$ cat config.mk
export PLATFORM = sky130hd
export DESIGN_NAME = dcdsx_core
export DESIGN_NICKNAME = d
export VERILOG_FILES = /design/src/hw/dcdsx_pkg.sv /design/src/hw/dcdsx_core.sv
export VERILOG_INCLUDE_DIRS = /design/src /design/src/hw
export SDC_FILE = /design/constraint.sdc
export NUM_CORES = 1
export LEC_CHECK = 0
export BUFFER_PORTS_ARGS = -buffer_cell sky130_fd_sc_hd__buf_2
export CORE_MARGIN = 1
export CORE_UTILIZATION = 50
export DETAILED_ROUTE_END_ITERATION = 10
export HOLD_SLACK_MARGIN = 0.02
export PLACE_DENSITY = 0.7
export SYNTH_ARGS = -nofsm -noshare
export SYNTH_HDL_FRONTEND = slang
export SYNTH_SLANG_ARGS = --single-unit
$ cat constraint.sdc
create_clock -name clk -period 2.2 [get_ports clk]
set_input_delay 0.33 -clock clk [delete_from_list [all_inputs] [get_ports clk]]
set_output_delay 0.33 -clock clk [all_outputs]
set_load 0.02 [all_outputs]
$ cat src/hw/dcdsx_map.svh
// register offsets, fields, reset values and timing counts of the converter drive block
`ifndef DCDSX_MAP_SVH
`define DCDSX_MAP_SVH
`define DCDSX_ADDR_CTRL 4'h0
`define DCDSX_ADDR_JITTER 4'h1
`define DCDSX_ADDR_STATUS 4'h2
`define DCDSX_ADDR_IRQ 4'h3
`define DCDSX_ADDR_MASK 4'h4
`define DCDSX_CTRL_DRVEN 0
`define DCDSX_CTRL_TRIGSRC 1
`define DCDSX_CTRL_EDGE 2
`define DCDSX_CTRL_POL 3
`define DCDSX_CTRL_TRACK 4
`define DCDSX_CTRL_DYNPOL 5
`define DCDSX_CTRL_CLR 6
`define DCDSX_CTRL_RESET 8'h00
`define DCDSX_JITTER_RESET 8'h00
`define DCDSX_IRQ_ALARM 0
`define DCDSX_IRQ_TRIP 1
`define DCDSX_TRIG_DELAY_NS 100
`define DCDSX_CLK_PERIOD_NS 5
`define DCDSX_TRIG_DELAY_CYC ((`DCDSX_TRIG_DELAY_NS + `DCDSX_CLK_PERIOD_NS - 1) / `DCDSX_CLK_PERIOD_NS)
`define DCDSX_MONO_NS 50
`define DCDSX_MONO_CYC ((`DCDSX_MONO_NS + `DCDSX_CLK_PERIOD_NS - 1) / `DCDSX_CLK_PERIOD_NS)
`define DCDSX_PHASE_NS 1000
`define DCDSX_PHASE_CYC ((`DCDSX_PHASE_NS + `DCDSX_CLK_PERIOD_NS - 1) / `DCDSX_CLK_PERIOD_NS)
`define DCDSX_OV_LINES 2
`endif

$ cat src/hw/dcdsx_pkg.sv
// types of the converter drive block
package dcdsx_pkg;
  typedef enum logic [1:0] {PH_OFF, PH_LINE, PH_ALL, PH_STOP} dcdsx_phase_e;
  typedef logic [7:0] dcdsx_word_t;
endpackage

$ cat src/hw/dcdsx_core.sv
// converter drive latch, overvoltage protection and drive phasing
// Behaviour
// - with trigger source 0 the latch is set a fixed delay after mid-flyback, edge select ignored.
// - with trigger source 1 and edge select 0 the latch is set on the line drive falling edge.
// - with trigger source 1 and edge select 1 the latch is set on the line drive rising edge.
// - a set starts a short monostable pulse and the output turns on when it ends.
// - current-limit or regulation trip, ORed, resets the latch.
// - the polarity bit inverts the converter drive output.
// - overvoltage held for two lines inhibits both drive outputs.
// - an overvoltage detection sets the readable alarm flag.
// - alarm and inhibit stay latched until low supply or the alarm-clear bit.
// - line drive turns on before and off after the converter drive.
// - a control bit enables sidepin frequency tracking, off after reset.
// - a control bit selects the dynamic correction parabola polarity.
// - a vertical offset toggles each frame with software-set amplitude.
// - line drive is held high while the phasing is off, or while the alarm is set and the all-on phase has ended.
// - soft-start runs at every line drive switch-on, also after alarm clear; soft-stop runs only when leaving the all-on phase.
`timescale 1ns/1ps
`default_nettype none
`include "dcdsx_map.svh"
module dcdsx_core
  import dcdsx_pkg::*;
(
  input wire logic clk,
  input wire logic srst,
  input wire logic [3:0] addr,
  input wire logic [7:0] wrData,
  input wire logic wrStb,
  input wire logic rdStb,
  output logic [7:0] rdData,
  input wire logic flybackMid,
  input wire logic lineDriveRaw,
  input wire logic lineStart,
  input wire logic frameStart,
  input wire logic currentTrip,
  input wire logic regulationTrip,
  input wire logic overvoltage_sense_in,
  input wire logic lowSupply,
  output logic converter_drive_out,
  output logic line_drive_out,
  output logic softRampActive,
  output logic sidepin_freq_tracking_enable,
  output logic dyn_correction_polarity,
  output logic [7:0] verticalOffset,
  output logic irq
);
  dcdsx_word_t ctrl;
  dcdsx_word_t vertical_jitter_amplitude;
  logic [1:0] irqStatus;
  logic [1:0] irqMask;
  logic lineDrivePrev;
  logic [7:0] trigDelayCnt;
  logic trigDelayRun;
  logic [7:0] monoCnt;
  logic monoRun;
  logic latchOn;
  logic [1:0] ovLines;
  logic overvoltage_alarm_flag;
  logic frameToggle;
  dcdsx_phase_e phase;
  logic [15:0] phaseCnt;
  logic setEvent;
  logic resetCond;
  logic alarmClear;
  logic runWanted;
  logic lineOn;
  logic convOn;
  logic writeCtrl;
  logic writeIrq;
  logic ovDetect;
  logic [1:0] irqEvents;
  logic [1:0] irqClear;

  // overvoltage held over the debounce lines, seen at a line start
  function automatic logic ov_hit(input logic sense, input logic line, input logic [1:0] cnt);
    return sense && line && (cnt == 2'(`DCDSX_OV_LINES - 1));
  endfunction

  // write strobe aimed at one register
  function automatic logic reg_write(input logic stb, input logic [3:0] a,
    input logic [3:0] target);
    return stb && (a == target);
  endfunction

  assign writeCtrl = reg_write(wrStb, addr, `DCDSX_ADDR_CTRL);
  assign writeIrq = reg_write(wrStb, addr, `DCDSX_ADDR_IRQ);
  assign alarmClear = lowSupply || (writeCtrl && wrData[`DCDSX_CTRL_CLR]);
  assign runWanted = ctrl[`DCDSX_CTRL_DRVEN] && !overvoltage_alarm_flag;
  assign lineOn = (phase != PH_OFF);
  assign convOn = (phase == PH_ALL);
  assign resetCond = currentTrip || regulationTrip;
  assign ovDetect = ov_hit(overvoltage_sense_in, lineStart, ovLines);
  // sticky sources: trip while latched, alarm detection
  assign irqEvents = {resetCond && latchOn, ovDetect};
  assign irqClear = writeIrq ? wrData[1:0] : 2'h0;

  // set source selection
  always_comb begin
    if (!ctrl[`DCDSX_CTRL_TRIGSRC]) begin
      setEvent = trigDelayRun && (trigDelayCnt == 8'h01);
    end else if (ctrl[`DCDSX_CTRL_EDGE]) begin
      setEvent = lineDriveRaw && !lineDrivePrev;
    end else begin
      setEvent = !lineDriveRaw && lineDrivePrev;
    end
  end

  // register writes
  always_ff @(posedge clk) begin
    if (srst) begin
      ctrl <= `DCDSX_CTRL_RESET;
      vertical_jitter_amplitude <= `DCDSX_JITTER_RESET;
      irqMask <= 2'h0;
    end else if (wrStb) begin
      if (addr == `DCDSX_ADDR_CTRL) begin
        // alarm clear is a strobe, never stored
        ctrl <= wrData & ~(8'h01 << `DCDSX_CTRL_CLR);
      end
      if (addr == `DCDSX_ADDR_JITTER) begin
        vertical_jitter_amplitude <= wrData;
      end
      if (addr == `DCDSX_ADDR_MASK) begin
        irqMask <= wrData[1:0];
      end
    end
  end

  // read port
  always_ff @(posedge clk) begin
    if (srst) begin
      rdData <= 8'h00;
    end else if (rdStb) begin
      unique case (addr)
        `DCDSX_ADDR_CTRL: rdData <= ctrl;
        `DCDSX_ADDR_JITTER: rdData <= vertical_jitter_amplitude;
        `DCDSX_ADDR_STATUS: rdData <= {4'h0, phase, latchOn, overvoltage_alarm_flag};
        `DCDSX_ADDR_IRQ: rdData <= {6'h00, irqStatus};
        `DCDSX_ADDR_MASK: rdData <= {6'h00, irqMask};
        default: rdData <= 8'h00;
      endcase
    end else begin
      rdData <= 8'h00;
    end
  end

  // mid-flyback delay counter
  always_ff @(posedge clk) begin
    if (srst) begin
      trigDelayRun <= 1'b0;
      trigDelayCnt <= 8'h00;
      lineDrivePrev <= 1'b0;
    end else begin
      lineDrivePrev <= lineDriveRaw;
      if (flybackMid) begin
        trigDelayRun <= 1'b1;
        trigDelayCnt <= 8'(`DCDSX_TRIG_DELAY_CYC);
      end else if (trigDelayRun) begin
        trigDelayCnt <= trigDelayCnt - 8'h01;
        trigDelayRun <= (trigDelayCnt != 8'h01);
      end
    end
  end

  // monostable and drive latch
  always_ff @(posedge clk) begin
    if (srst) begin
      monoRun <= 1'b0;
      monoCnt <= 8'h00;
      latchOn <= 1'b0;
    end else if (resetCond || !convOn) begin
      monoRun <= 1'b0;
      latchOn <= 1'b0;
    end else if (setEvent) begin
      monoRun <= 1'b1;
      monoCnt <= 8'(`DCDSX_MONO_CYC);
    end else if (monoRun) begin
      monoCnt <= monoCnt - 8'h01;
      if (monoCnt == 8'h01) begin
        monoRun <= 1'b0;
        latchOn <= 1'b1;
      end
    end
  end

  // overvoltage debounce and alarm
  always_ff @(posedge clk) begin
    if (srst) begin
      ovLines <= 2'h0;
      overvoltage_alarm_flag <= 1'b0;
    end else begin
      if (!overvoltage_sense_in) begin
        ovLines <= 2'h0;
      end else if (lineStart && ovLines != 2'(`DCDSX_OV_LINES)) begin
        ovLines <= ovLines + 2'h1;
      end
      if (ovDetect) begin
        overvoltage_alarm_flag <= 1'b1;
      end else if (alarmClear) begin
        overvoltage_alarm_flag <= 1'b0;
      end
    end
  end

  // drive phasing sequencer
  always_ff @(posedge clk) begin
    if (srst) begin
      phase <= PH_OFF;
      phaseCnt <= 16'h0000;
    end else begin
      unique case (phase)
        PH_OFF: if (runWanted) begin
          phase <= PH_LINE;
          phaseCnt <= 16'(`DCDSX_PHASE_CYC);
        end
        PH_LINE: if (!runWanted) begin
          phase <= PH_OFF;
        end else if (phaseCnt == 16'h0001) begin
          phase <= PH_ALL;
        end else begin
          phaseCnt <= phaseCnt - 16'h0001;
        end
        PH_ALL: if (!runWanted) begin
          phase <= PH_STOP;
          phaseCnt <= 16'(`DCDSX_PHASE_CYC);
        end
        PH_STOP: if (phaseCnt == 16'h0001) begin
          phase <= PH_OFF;
        end else begin
          phaseCnt <= phaseCnt - 16'h0001;
        end
      endcase
    end
  end

  // drive outputs and option bits
  always_ff @(posedge clk) begin
    if (srst) begin
      converter_drive_out <= 1'b0;
      line_drive_out <= 1'b1;
      softRampActive <= 1'b0;
      sidepin_freq_tracking_enable <= 1'b0;
      dyn_correction_polarity <= 1'b0;
    end else begin
      converter_drive_out <= (latchOn && convOn && !resetCond && !overvoltage_alarm_flag)
        ^ ctrl[`DCDSX_CTRL_POL];
      line_drive_out <= (lineOn && !(overvoltage_alarm_flag && !convOn)) ? lineDriveRaw : 1'b1;
      softRampActive <= (phase == PH_LINE) || (phase == PH_STOP);
      sidepin_freq_tracking_enable <= ctrl[`DCDSX_CTRL_TRACK];
      dyn_correction_polarity <= ctrl[`DCDSX_CTRL_DYNPOL];
    end
  end

  // half frame rate offset
  always_ff @(posedge clk) begin
    if (srst) begin
      frameToggle <= 1'b0;
      verticalOffset <= 8'h00;
    end else begin
      if (frameStart) begin
        frameToggle <= !frameToggle;
      end
      verticalOffset <= frameToggle ? vertical_jitter_amplitude : 8'h00;
    end
  end

  // sticky interrupts
  always_ff @(posedge clk) begin
    if (srst) begin
      irqStatus <= 2'h0;
      irq <= 1'b0;
    end else begin
      // events win over a clear in the same cycle
      irqStatus <= (irqStatus & ~irqClear) | irqEvents;
      irq <= |(irqStatus & irqMask);
    end
  end
endmodule
`default_nettype wire

==> summary.txt, run 1 <==
Floorplan
  – I/O pin count: between 40 and 50
  – Core area: roughly 6900 sq um
  – Die area: ~7500 sq um
  – Die width: around 87 um
  – Row cnt: 30
  – Die H: 86.8 um
  – Starting Density: a little over half

Final layout
  – Antenna fix cells: 0
  – Layout cells sized above 1: between 20% and 30%
  – Final instance area: around 4200 sq um
  – Final net count: 490
  – Area delta synth->final: 17.3%
  – Non-Filler Instances: between 500 and 600

STA
  – Final Skew: 11.6 ps
  – Setup TNS: 0 ps
  – Slew @ Worst Pin: 520 ps
  – Final slew viol count: 0
  – Fin crit period: between 2000 and 2500 ps
  – Achievable clock frequency: ~0.49 GHz
  – Final Hold Viols: 0
  – Rel. slew slack: between 60% and 70%
  – Worst hold margin: ~220 ps
  – Fin crit share: about 92%
  – Final setup vio count: 0
  – Unrepaired setup endpoints after global routing: no

Synth
  – Synthesized area per cell: 8.96 sq um
  – Cell Area, Synth: approximately 3600 sq um
  – Synth Flop Type: dfxtp_1
  – Yosys cell types: 56
  – Synthesized flop and latch total: 83
  – Synthesized instance count: between 400 and 500
  – Post-synthesis sequential area ratio: 46.2%
  – Syn nets: 433
  – Post-synth EDFFs: 0
  – Synthesis Warnings: 0
  – FFs w/ async S/R, synth: 0%

Placed design
  – Final Wtd Congestion: 0.821
  – Dpl hpwl: 5.60 mm
  – Placed Instances: 543
  – Port Buffers: 45
  – Post-DP Area: around 4000 sq um

Clocking
  – Number of cells upsized or downsized after cts: 0
  – Clock edge transition at the registers on the reported setup and hold paths: about 90 ps
  – CTS max path bufs: 2
  – Worst-Skew Late Latency: approximately 350 ps
  – Htree depth: 3
  – Hold_buf cts: 0
  – CTS tree: built
  – Num CTS Buffers: 9
  – Setup bufs post-CTS: 0
  – CTS sink cnt: 83
  – Clock Tree Root: clkbuf_8

Setup path
  – Kind of critical path: reg2reg
  – CP arrival: between 2000 and 2500 ps
  – Crit Reg-Reg Endpoint: monoCnt[2]$_SDFFE_PP0P_
  – Critical Path End Type: register
  – CP max FO: 6
  – R2R cell count: 6
  – CP startpoint kind: register
  – Worst reg2reg setup slack: 170 ps
  – RR Startpoint: trigDelayCnt[2]$_SDFFE_PP0P_
  – WP data required: around 2400 ps

Drt
  – Vias: around 3100
  – Routed wire length: between 7 and 8 mm
  – Drt drc: 0
  – Met3 wire length: just under 400 um
  – WL/cell: ~14 um
  – WL met1: around 3.5 mm
  – Highest Signal Layer: met4
  – DRT Pass-1 Iters: 5
  – WL met2: around 3.7 mm
  – Initial DRC Count: between 200 and 250
  – Vias/cell: around 5.5
  – Detail Route Antenna Nets: 0

Pwr
  – PwrDens: approximately 680 nW/um^2
  – Max VDD drop: ~0.00041 V
  – Pleak: about 1.6 nW

GRT
  – Initial antenna violation count: 0
  – First-pass GRT wire length: 13.2 mm
  – Gr ovfl total: 0
  – Vias in the first global route: between 2000 and 3000
  – GRT Total Usage: between 20% and 30%
  – Pin count of the biggest net entering global routing: 24

Min path
  – Worst Hold Path EP: frameToggle$_SDFFE_PP0P_
  – Hold path depth: 3
  – Hold_sp: frameStart
  – Hold WC Path Type: in2reg

Run
  – Maximum Capacitance Violations: 0

Status
  – Outcome: finished, final reports clean
-- stage by stage --
step	utilization [%]	setup slack [ps]	total power [mW]
6_report	61.3	175	2.85
5_1_grt	61.3	27.3	2.98
4_1_cts	61.3	179	2.88
3_5_place_dp	58.4	186	1.78
3_3_place_gp	58.4	240	1.78
2_1_floorplan	-	318	1.71
-- worst max-delay path by stage --
stage	slack (ps)	end	startpoint	cells past startpoint
2_1_floorplan	320	phaseCnt[15]$_SDFFE_PP0P_	phaseCnt[2]$_SDFFE_PP0P_	5
3_3_place_gp	240	phaseCnt[15]$_SDFFE_PP0P_	phaseCnt[2]$_SDFFE_PP0P_	5
3_5_place_dp	190	phaseCnt[15]$_SDFFE_PP0P_	phaseCnt[7]$_SDFFE_PP0P_	5
4_1_cts	180	phaseCnt[15]$_SDFFE_PP0P_	phaseCnt[7]$_SDFFE_PP0P_	5
5_1_grt	30	monoCnt[2]$_SDFFE_PP0P_	trigDelayCnt[2]$_SDFFE_PP0P_	6
6_report	170	monoCnt[2]$_SDFFE_PP0P_	trigDelayCnt[2]$_SDFFE_PP0P_	6
-- worst max-delay path, cell delays in order (launching register included) --
cell	delay, ps
dfxtp_1	370
nor4_1	430
nand4_1	360
and3_1	310
o21bai_1	230
buf_4	170
nor2_1	40
-- per-layer routing --
layer,track usage (%),up-vias
met3,6.76,8
met4,7.12,0
met5,0,-
li1,-,1547
met1,28.2,1421
met2,37.2,89
-- power breakdown --
| part | switching [mW] | internal, mW | leakage, nW |
|---|---|---|---|
| logic | 0.119 | 0.0851 | 0.829 |
| registers | 0.0221 | 1.52 | 0.671 |
| clock network | 0.569 | 0.532 | 0.0962 |
| total | 0.710 | 2.14 | 1.60 |
-- Yosys cell counts (4+ instances only) --
cell type / n / share of area (%)
a22oi_1: 6 / 1.3
nor3_1: 6 / 0.84
a21oi_1: 30 / 4.2
and2_1: 9 / 1.6
xnor2_1: 14 / 3.4
inv_1: 14 / 1.5
nor2b_1: 8 / 1.4
ha_1: 8 / 2.8
dfxtp_1: 83 / 46
nor4b_1: 5 / 1.2
nand3b_1: 4 / 0.84
nand2b_1: 4 / 0.70
nand2_1: 29 / 3.0
nor2_1: 49 / 5.1
clkbuf_1: 14 / 1.5
nand3_1: 24 / 3.3
or3_1: 4 / 0.70
xor2_1: 8 / 1.9
o21ai_0: 10 / 1.4
a211oi_1: 5 / 1.0
or2_2: 4 / 0.70
nor4_1: 6 / 1.0
-- placed cells by master, fill, tap and decap left out, types with 3 or more instances in the layout --
| cell type | synthesis | routed |
|---|---|---|
| dfxtp_1 | 83 | 83 |
| nor2_1 | 49 | 49 |
| buf_2 | 1 | 45 |
| a21oi_1 | 30 | 30 |
| nand2_1 | 29 | 29 |
| nand3_1 | 24 | 24 |
| buf_4 | 0 | 16 |
| inv_1 | 14 | 14 |
| xnor2_1 | 14 | 14 |
| o21ai_0 | 10 | 10 |
| and2_1 | 9 | 9 |
| clkbuf_8 | 0 | 9 |
| nor2b_1 | 8 | 8 |
| xor2_1 | 8 | 8 |
| ha_1 | 8 | 8 |
| a22oi_1 | 6 | 6 |
| nor3_1 | 6 | 6 |
| nor4_1 | 6 | 5 |
| a211oi_1 | 5 | 5 |
| or2_2 | 4 | 4 |
| nand2b_1 | 4 | 4 |
| nor4b_1 | 5 | 4 |
| nand3b_1 | 4 | 4 |
| or3_1 | 4 | 4 |
| nor3b_1 | 3 | 3 |
| nand4_1 | 3 | 3 |
| and3_1 | 3 | 3 |
| or4_1 | 3 | 3 |
| o21a_1 | 3 | 3 |
| o211ai_1 | 3 | 3 |
| mux2_2 | 3 | 3 |
-- cell type report --
class                      instances  area [sq um]
clock buffer                       9           124
clock inverter                     7          76.3
fill                             596          2660
inverter                          14          52.6
multi-input combinational        289          1830
sequential                        83          1660
tap                               96           120
timing repair buffer              61           345
-- sequential cells by signal, summed over array words and instances, names as in the netlist, 2 cells and up, named ones only --
| name | count |
|---|---|
| irqStatus | 2 |
| phaseCnt | 16 |
| trigDelayCnt | 8 |
| vertical_jitter_amplitude | 8 |
| monoCnt | 8 |
| irqMask | 2 |
| rdData | 8 |
| ctrl | 7 |
| ovLines | 2 |
| verticalOffset | 8 |
-- logic make-up (layout without fill, tap and decap cells) --
| family | Yosys count | after routing | synth area share [%] |
|---|---|---|---|
| xor gates and xnor gates | 22 | 22 | 5.36 |
| DFF | 83 | 83 | 46.2 |
| buffers and inverters | 29 | 91 | 3.06 |
| AOI/OAI and AO/OA | 80 | 80 | 14.8 |
| muxes | 4 | 4 | 1.22 |
| adders and majority gates | 8 | 8 | 2.79 |
| and+or+nand+nor | 175 | 175 | 26.5 |
Note: power is estimated with default switching activity, not from simulation.
==> run 2, diff against run 1 <==
--- a/config.mk
+++ b/config.mk
@@ -7,11 +7,13 @@
 export NUM_CORES = 1
 export LEC_CHECK = 0
 export BUFFER_PORTS_ARGS = -buffer_cell sky130_fd_sc_hd__buf_2
-export CORE_MARGIN = 1
+export CORE_MARGIN = 5
 export CORE_UTILIZATION = 50
 export DETAILED_ROUTE_END_ITERATION = 10
 export HOLD_SLACK_MARGIN = 0.02
 export PLACE_DENSITY = 0.7
+export REMOVE_ABC_BUFFERS = 1
+export SETUP_SLACK_MARGIN = 0.3
 export SYNTH_ARGS = -nofsm -noshare
 export SYNTH_HDL_FRONTEND = slang
 export SYNTH_SLANG_ARGS = --single-unit
==> run 2 against run 1 <==
Compared with the run above:
- largest cell class unchanged
- via count down 0.16%
- die area up 19%
- total power up 4.9%
- first-iteration DRC count down 31%
- highest routed layer unchanged
==> summary.txt, run 2 (synthesized netlist as in run 1, its figures left out) <==
Status
  – Outcome: finished, final reports clean

Final layout
  – Area of the multi-input gates: 1910 sq um (+4.0%)
  – Final net count: 494 (+0.82%)
  – Area delta synth->final: 21.3%
  – Most common cell after layout, fill and taps aside: dfxtp_1
  – Sequential Area: 1670 sq um (+0.38%)
  – Final design utilization: 61.1% (-0.25 points)
  – Final instance area: 4360 sq um (+3.5%)
  – Antenna fix cells: 0 (unchanged)
  – Non-Filler Instances: 566 (+1.3%)
  – Layout cells sized above 1: 24.4% (+3.7 points)
  – Max FFs per register: 16 (unchanged)
  – Most flops, register: phaseCnt
  – # fillers: 668 (+12%)
  – Commonest non-fill, non-tap cells in the layout: dfxtp_1 (78), nor2_1 (49), buf_2 (45), nand2_1 (29), a21oi_1 (29)

Floorplan
  – Die width: 94.8 um (+9.2%)
  – Row cnt: 31 (+3.3%)
  – Die H: 94.8 um (+9.2%)
  – Die area: 8980 sq um (+19%)
  – Starting Density: 50.4% (-2.0 points)
  – Core area: 7140 sq um (+3.9%)
  – I/O pin count: 46 (unchanged)

STA
  – Final Hold Viols: 0 (unchanged)
  – Final slew viol count: 0 (unchanged)
  – Final setup vio count: 0 (unchanged)
  – Setup ws final: 268 ps (+93.3 ps)
  – Final Skew: 7.80 ps (-3.80 ps)
  – Worst hold margin: 224 ps (+6.08 ps)
  – Fin crit share: 87.8% (-4.2 points)
  – Unrepaired setup endpoints after global routing: yes
  – Achievable clock frequency: 0.518 GHz (+4.8%)
  – Slew @ Worst Pin: 674 ps (+154 ps)
  – Rel. slew slack: 54.9% (-9.6 points)
  – Fin crit period: 1930 ps (-93.3 ps)

Clocking
  – Clock edge transition at the registers on the reported setup and hold paths: 80 ps (about the same)
  – Htree depth: 3 (unchanged)
  – Num CTS Buffers: 9 (unchanged)
  – CTS tree: built
  – CTS max path bufs: 2 (unchanged)
  – Clock Tree Root: clkbuf_8
  – CTS sink cnt: 83 (unchanged)
  – Worst-Skew Late Latency: 350 ps (about the same)
  – Hold_buf cts: 0 (unchanged)

Setup path
  – Kind of critical path: reg2reg
  – WP data required: 2490 ps (+50 ps)
  – R2R cell count: 5 (-1)
  – CP arrival: 2220 ps (-50 ps)
  – CP startpoint kind: register
  – CP max FO: 6 (unchanged)
  – Critical Path End Type: register
  – Crit Reg-Reg Endpoint: phaseCnt[15]$_SDFFE_PP0P_
  – Worst reg2reg setup slack: 270 ps (+90 ps)
  – RR Startpoint: phaseCnt[2]$_SDFFE_PP0P_

Pwr
  – Max VDD drop: 0.000327 V (-20%)
  – PwrDens: 686 nW/um^2 (+1.4%)
  – Pleak: 1.64 nW (+2.6%)

GRT
  – First-pass GRT wire length: 13.0 mm (-1.3%)
  – Gr ovfl total: 0 (unchanged)
  – GRT Total Usage: 18.4% (-4.2 points)
  – Vias in the first global route: 2798 (-1.9%)
  – Pin count of the biggest net entering global routing: 25 (+4.2%)
  – Initial antenna violation count: 0 (unchanged)

Placed design
  – Dpl ws: 159 ps (-27.4 ps)
  – Final Wtd Congestion: 0.823 (+0.30%)
  – Port Buffers: 45 (unchanged)
  – Post-DP Area: 3990 sq um (-0.65%)
  – Dpl hpwl: 5.51 mm (-1.6%)
  – Placed Instances: 542 (-0.18%)

Drt
  – Vias: 3060 (-0.16%)
  – Drt drc: 0 (unchanged)
  – Vias/cell: 5.41 (-1.4%)
  – Routed wire length: 7.99 mm (+3.7%)
  – Initial DRC Count: 141 (-31%)
  – WL/cell: 14.1 um (+2.5%)
  – DRT Pass-1 Iters: 4 (-1)
  – Detail Route Antenna Nets: 0 (unchanged)

Min path
  – Hold WC Path Type: in2reg
  – Hold_sp: frameStart
  – Worst Hold Path EP: frameToggle$_SDFFE_PP0P_
  – Hold path depth: 3 (unchanged)

Run
  – Maximum Capacitance Violations: 0 (unchanged)
==> run 2: stage by stage <==
step | TNS (ps) | power, mW
CTS | 0 | 3.00
global route | 0 | 3.11
detailed placement | 0 | 1.78
global placement | 0 | 1.78
floorplan | -1090 | 1.69
finish | 0 | 2.99
==> run 2: cell type report <==
cell class,count,share of cell area [%]
clock buffers,10,3.16
clock inverters,6,2.04
inverters,14,1.21
multi-input cells,289,43.7
flip-flops and latches,83,38.2
well taps,99,2.84
repair buffers,65,8.78
==> run 2: power by group <==
| part | internal (mW) | switching (mW) | total, mW |
|---|---|---|---|
| combinational | 0.0989 | 0.122 | 0.221 |
| sequential | 1.53 | 0.0258 | 1.55 |
| clock | 0.670 | 0.551 | 1.22 |
| total | 2.29 | 0.699 | 2.99 |
==> run 2: critical path: stages (launching register included) <==
cell	delay (ps)
dfxtp_2	350
or4_4	570
nor3_4	240
nand4_2	130
or4_4	430
a21oi_2	150
==> run 2: routing by layer <==
metal | track usage, % | vias to the layer above | wire (um)
met3 | 3.35 | 9 | 441
met5 | 0 | - | 0
met4 | 8.29 | 0 | 112
met2 | 29.8 | 91 | 3750
met1 | 23.8 | 1407 | 3680
li1 | - | 1553 | -
==> run 2: how the worst max path moves through the flow <==
stage | start | end | depth (start not counted)
final | phaseCnt[2]$_SDFFE_PP0P_ | phaseCnt[15]$_SDFFE_PP0P_ | 5
after global routing | phaseCnt[2]$_SDFFE_PP0P_ | phaseCnt[11]$_SDFFE_PP0P_ | 6
after CTS | phaseCnt[10]$_SDFFE_PP0P_ | phaseCnt[14]$_SDFFE_PP0P_ | 5
after detailed placement | phaseCnt[7]$_SDFFE_PP0P_ | phaseCnt[15]$_SDFFE_PP0P_ | 5
after global placement | phase[0]$_SDFFE_PP0P_ | phaseCnt[2]$_SDFFE_PP0P_ | 5
after floorplan | addr[1] | vertical_jitter_amplitude[0]$_SDFFE_PP0P_ | 4
==> run 2: repair_timing <==
item,4_1_cts,5_1_grt
pin swaps,5,8
setup endpoints to repair,15,23
cloned,0,0
resized for setup,4,16
setup buffers,1,7
==> run 3, diff against run 2 <==
--- a/config.mk
+++ b/config.mk
@@ -8,10 +8,9 @@
 export LEC_CHECK = 0
 export BUFFER_PORTS_ARGS = -buffer_cell sky130_fd_sc_hd__buf_2
 export CORE_MARGIN = 5
-export CORE_UTILIZATION = 50
+export CORE_UTILIZATION = 30
 export DETAILED_ROUTE_END_ITERATION = 10
 export HOLD_SLACK_MARGIN = 0.02
-export PLACE_DENSITY = 0.7
 export REMOVE_ABC_BUFFERS = 1
 export SETUP_SLACK_MARGIN = 0.3
 export SYNTH_ARGS = -nofsm -noshare
==> run 3 against run 2 <==
Compared with the run above:
- register-to-register slack improved by 20 ps
- setup slack improved by 16 ps
- die area rose by 59%
- via count rose by 1.0%
- worst hold slack improved by 16 ps
- largest cell class unchanged
- largest power group is now the clock network
- fmax rose by 0.83%
- utilization fell by 22 points
- critical path type unchanged
==> summary.txt, run 3 (synthesized netlist as in run 1, its figures left out) <==
Final layout
  – Commonest non-fill, non-tap cells in the layout: dfxtp_1 (78), nor2_1 (48), buf_2 (45), a21oi_1 (30), nand2_1 (29)
  – Final instance area: 4610 sq um (+5.8%)
  – Layout cells sized above 1: 26.6% (+2.2 points)
  – Area delta synth->final: 28.3%
  – Non-Filler Instances: 621 (+9.7%)
  – Most common cell after layout, fill and taps aside: dfxtp_1
  – Most flops, register: phaseCnt
  – # fillers: 1166 (+75%)
  – Antenna fix cells: 0 (unchanged)
  – Final net count: 501 (+1.4%)
  – Max FFs per register: 16 (unchanged)

Clocking
  – Clock Tree Root: clkbuf_16
  – CTS sink cnt: 83 (unchanged)
  – Htree depth: 3 (unchanged)
  – Num CTS Buffers: 9 (unchanged)
  – CTS tree: built
  – Clock edge transition at the registers on the reported setup and hold paths: 60 ps (-20 ps)
  – Worst-Skew Late Latency: 340 ps (about the same)
  – Hold_buf cts: 0 (unchanged)
  – CTS max path bufs: 2 (unchanged)

Setup path
  – CP arrival: 2190 ps (-30 ps)
  – CP max FO: 4 (-2)
  – Kind of critical path: reg2reg
  – WP data required: 2470 ps (-20 ps)
  – CP startpoint kind: register
  – Critical Path End Type: register

Status
  – Outcome: finished, final reports clean

Floorplan
  – I/O pin count: 46 (unchanged)
  – Starting Density: 30.3% (-20 points)
  – Core area: 11900 sq um (+66%)
  – Die area: 14300 sq um (+59%)
  – Die H: 119 um (+26%)
  – Die width: 119 um (+26%)
  – Row cnt: 40 (+29%)

STA
  – Final setup vio count: 0 (unchanged)
  – Rel. slew slack: 51.7% (-3.1 points)
  – Fin crit share: 87.1% (-0.72 points)
  – Unrepaired setup endpoints after global routing: yes
  – Slew @ Worst Pin: 714 ps (+39.9 ps)
  – Achievable clock frequency: 0.522 GHz (+0.83%)
  – Setup TNS: 0 ps (unchanged)
  – Final Hold Viols: 0 (unchanged)
  – Final slew viol count: 0 (unchanged)
  – Fin crit period: 1920 ps (-15.9 ps)
  – Final Skew: 6.02 ps (-1.78 ps)

Pwr
  – Pleak: 1.72 nW (+5.2%)
  – PwrDens: 738 nW/um^2 (+7.5%)
  – Max VDD drop: 0.000308 V (-5.6%)

GRT
  – GRT Total Usage: 12.3% (-6.1 points)
  – Initial antenna violation count: 1 (+1)
  – Vias in the first global route: 2934 (+4.9%)
  – Gr ovfl total: 0 (unchanged)
  – First-pass GRT wire length: 14.3 mm (+10%)
  – Pin count of the biggest net entering global routing: 23 (-8.0%)

Placed design
  – Dpl hpwl: 6.17 mm (+12%)
  – Port Buffers: 45 (unchanged)
  – Placed Instances: 593 (+9.4%)
  – Post-DP Area: 4070 sq um (+2.1%)
  – Final Wtd Congestion: 0.837 (+1.7%)

Drt
  – Vias/cell: 4.98 (-7.9%)
  – WL/cell: 14.1 um (-0.31%)
  – Vias: 3092 (+1.0%)
  – Initial DRC Count: 194 (+38%)
  – Drt drc: 0 (unchanged)
  – Routed wire length: 8.73 mm (+9.4%)
  – DRT Pass-1 Iters: 4 (unchanged)
  – Detail Route Antenna Nets: 0 (unchanged)

Min path
  – Hold WC Path Type: in2reg

Run
  – Maximum Capacitance Violations: 0 (unchanged)
[run 3: changes by cell type in the layout (fill, tap and decap cells not counted), sizes merged]
cell,previous run,this run
buf,65,72
clkbuf,10,11
inv,14,15
clkinvlp,2,0
[run 3: worst max-delay path, stage by stage, from the launching register on]
cell	delay, ps
dfxtp_1	330
or4_4	580
nor3_4	250
nand4_2	140
or4_1	400
a21oi_1	140
[run 3: stage by stage]
step           utilization [%]  total power, mW  setup WS [ps]  hold slack (ps)
2_1_floorplan                -             1.69          -82.8              399
3_3_place_gp              34.3             1.78            229              444
3_5_place_dp              34.3             1.78            193              449
4_1_cts                   37.8             3.41            237              234
5_1_grt                   38.9             3.52            198              258
6_report                  38.9             3.40            284              240
[run 3: what timing repair did]
action / 4_1_cts / 5_1_grt
buffers inserted: 6 / 6
resized for setup: 8 / 23
setup endpoints to repair: 12 / 19
pin swaps: 6 / 13
[run 3: cell type report]
| cell class | instances | area, sq um | area share (%) |
|---|---|---|---|
| clock buffer | 11 | 233 | 5.05 |
| tap | 147 | 184 | 3.99 |
| sequential | 83 | 1670 | 36.2 |
| inverter | 14 | 52.6 | 1.14 |
| multi-input combinational | 289 | 1950 | 42.3 |
| timing repair buffer | 72 | 435 | 9.44 |
| clock inverter | 5 | 86.3 | 1.87 |
[run 3: where the power goes]
part | internal [mW] | switching, mW | total (mW)
registers | 1.53 | 0.0273 | 1.55
logic | 0.106 | 0.130 | 0.236
clock network | 1.00 | 0.610 | 1.61
total | 2.64 | 0.767 | 3.40
[run 3: path summary, 6_finish.rpt]
path                                                from                         to  slack, ps  depth (start not counted)
worst max-delay path            phaseCnt[5]$_SDFFE_PP0P_  phaseCnt[15]$_SDFFE_PP0P_        280                          5
worst min-delay path                          flybackMid    trigDelayRun$_SDFF_PP0_        240                          3
worst max register to register  phaseCnt[5]$_SDFFE_PP0P_  phaseCnt[15]$_SDFFE_PP0P_        280                          5
worst min register to register      ctrl[7]$_SDFFE_PP0N_       ctrl[7]$_SDFFE_PP0N_        460                          2
[run 3: per-layer routing]
layer  routed length [um]  global-route usage, %  share of wire (%)
met3                  511                   2.66                5.9
met1                 4040                   16.3                 46
met4                  166                   5.87                1.9
met5                   18                      0               0.21
met2                 4000                   19.0                 46
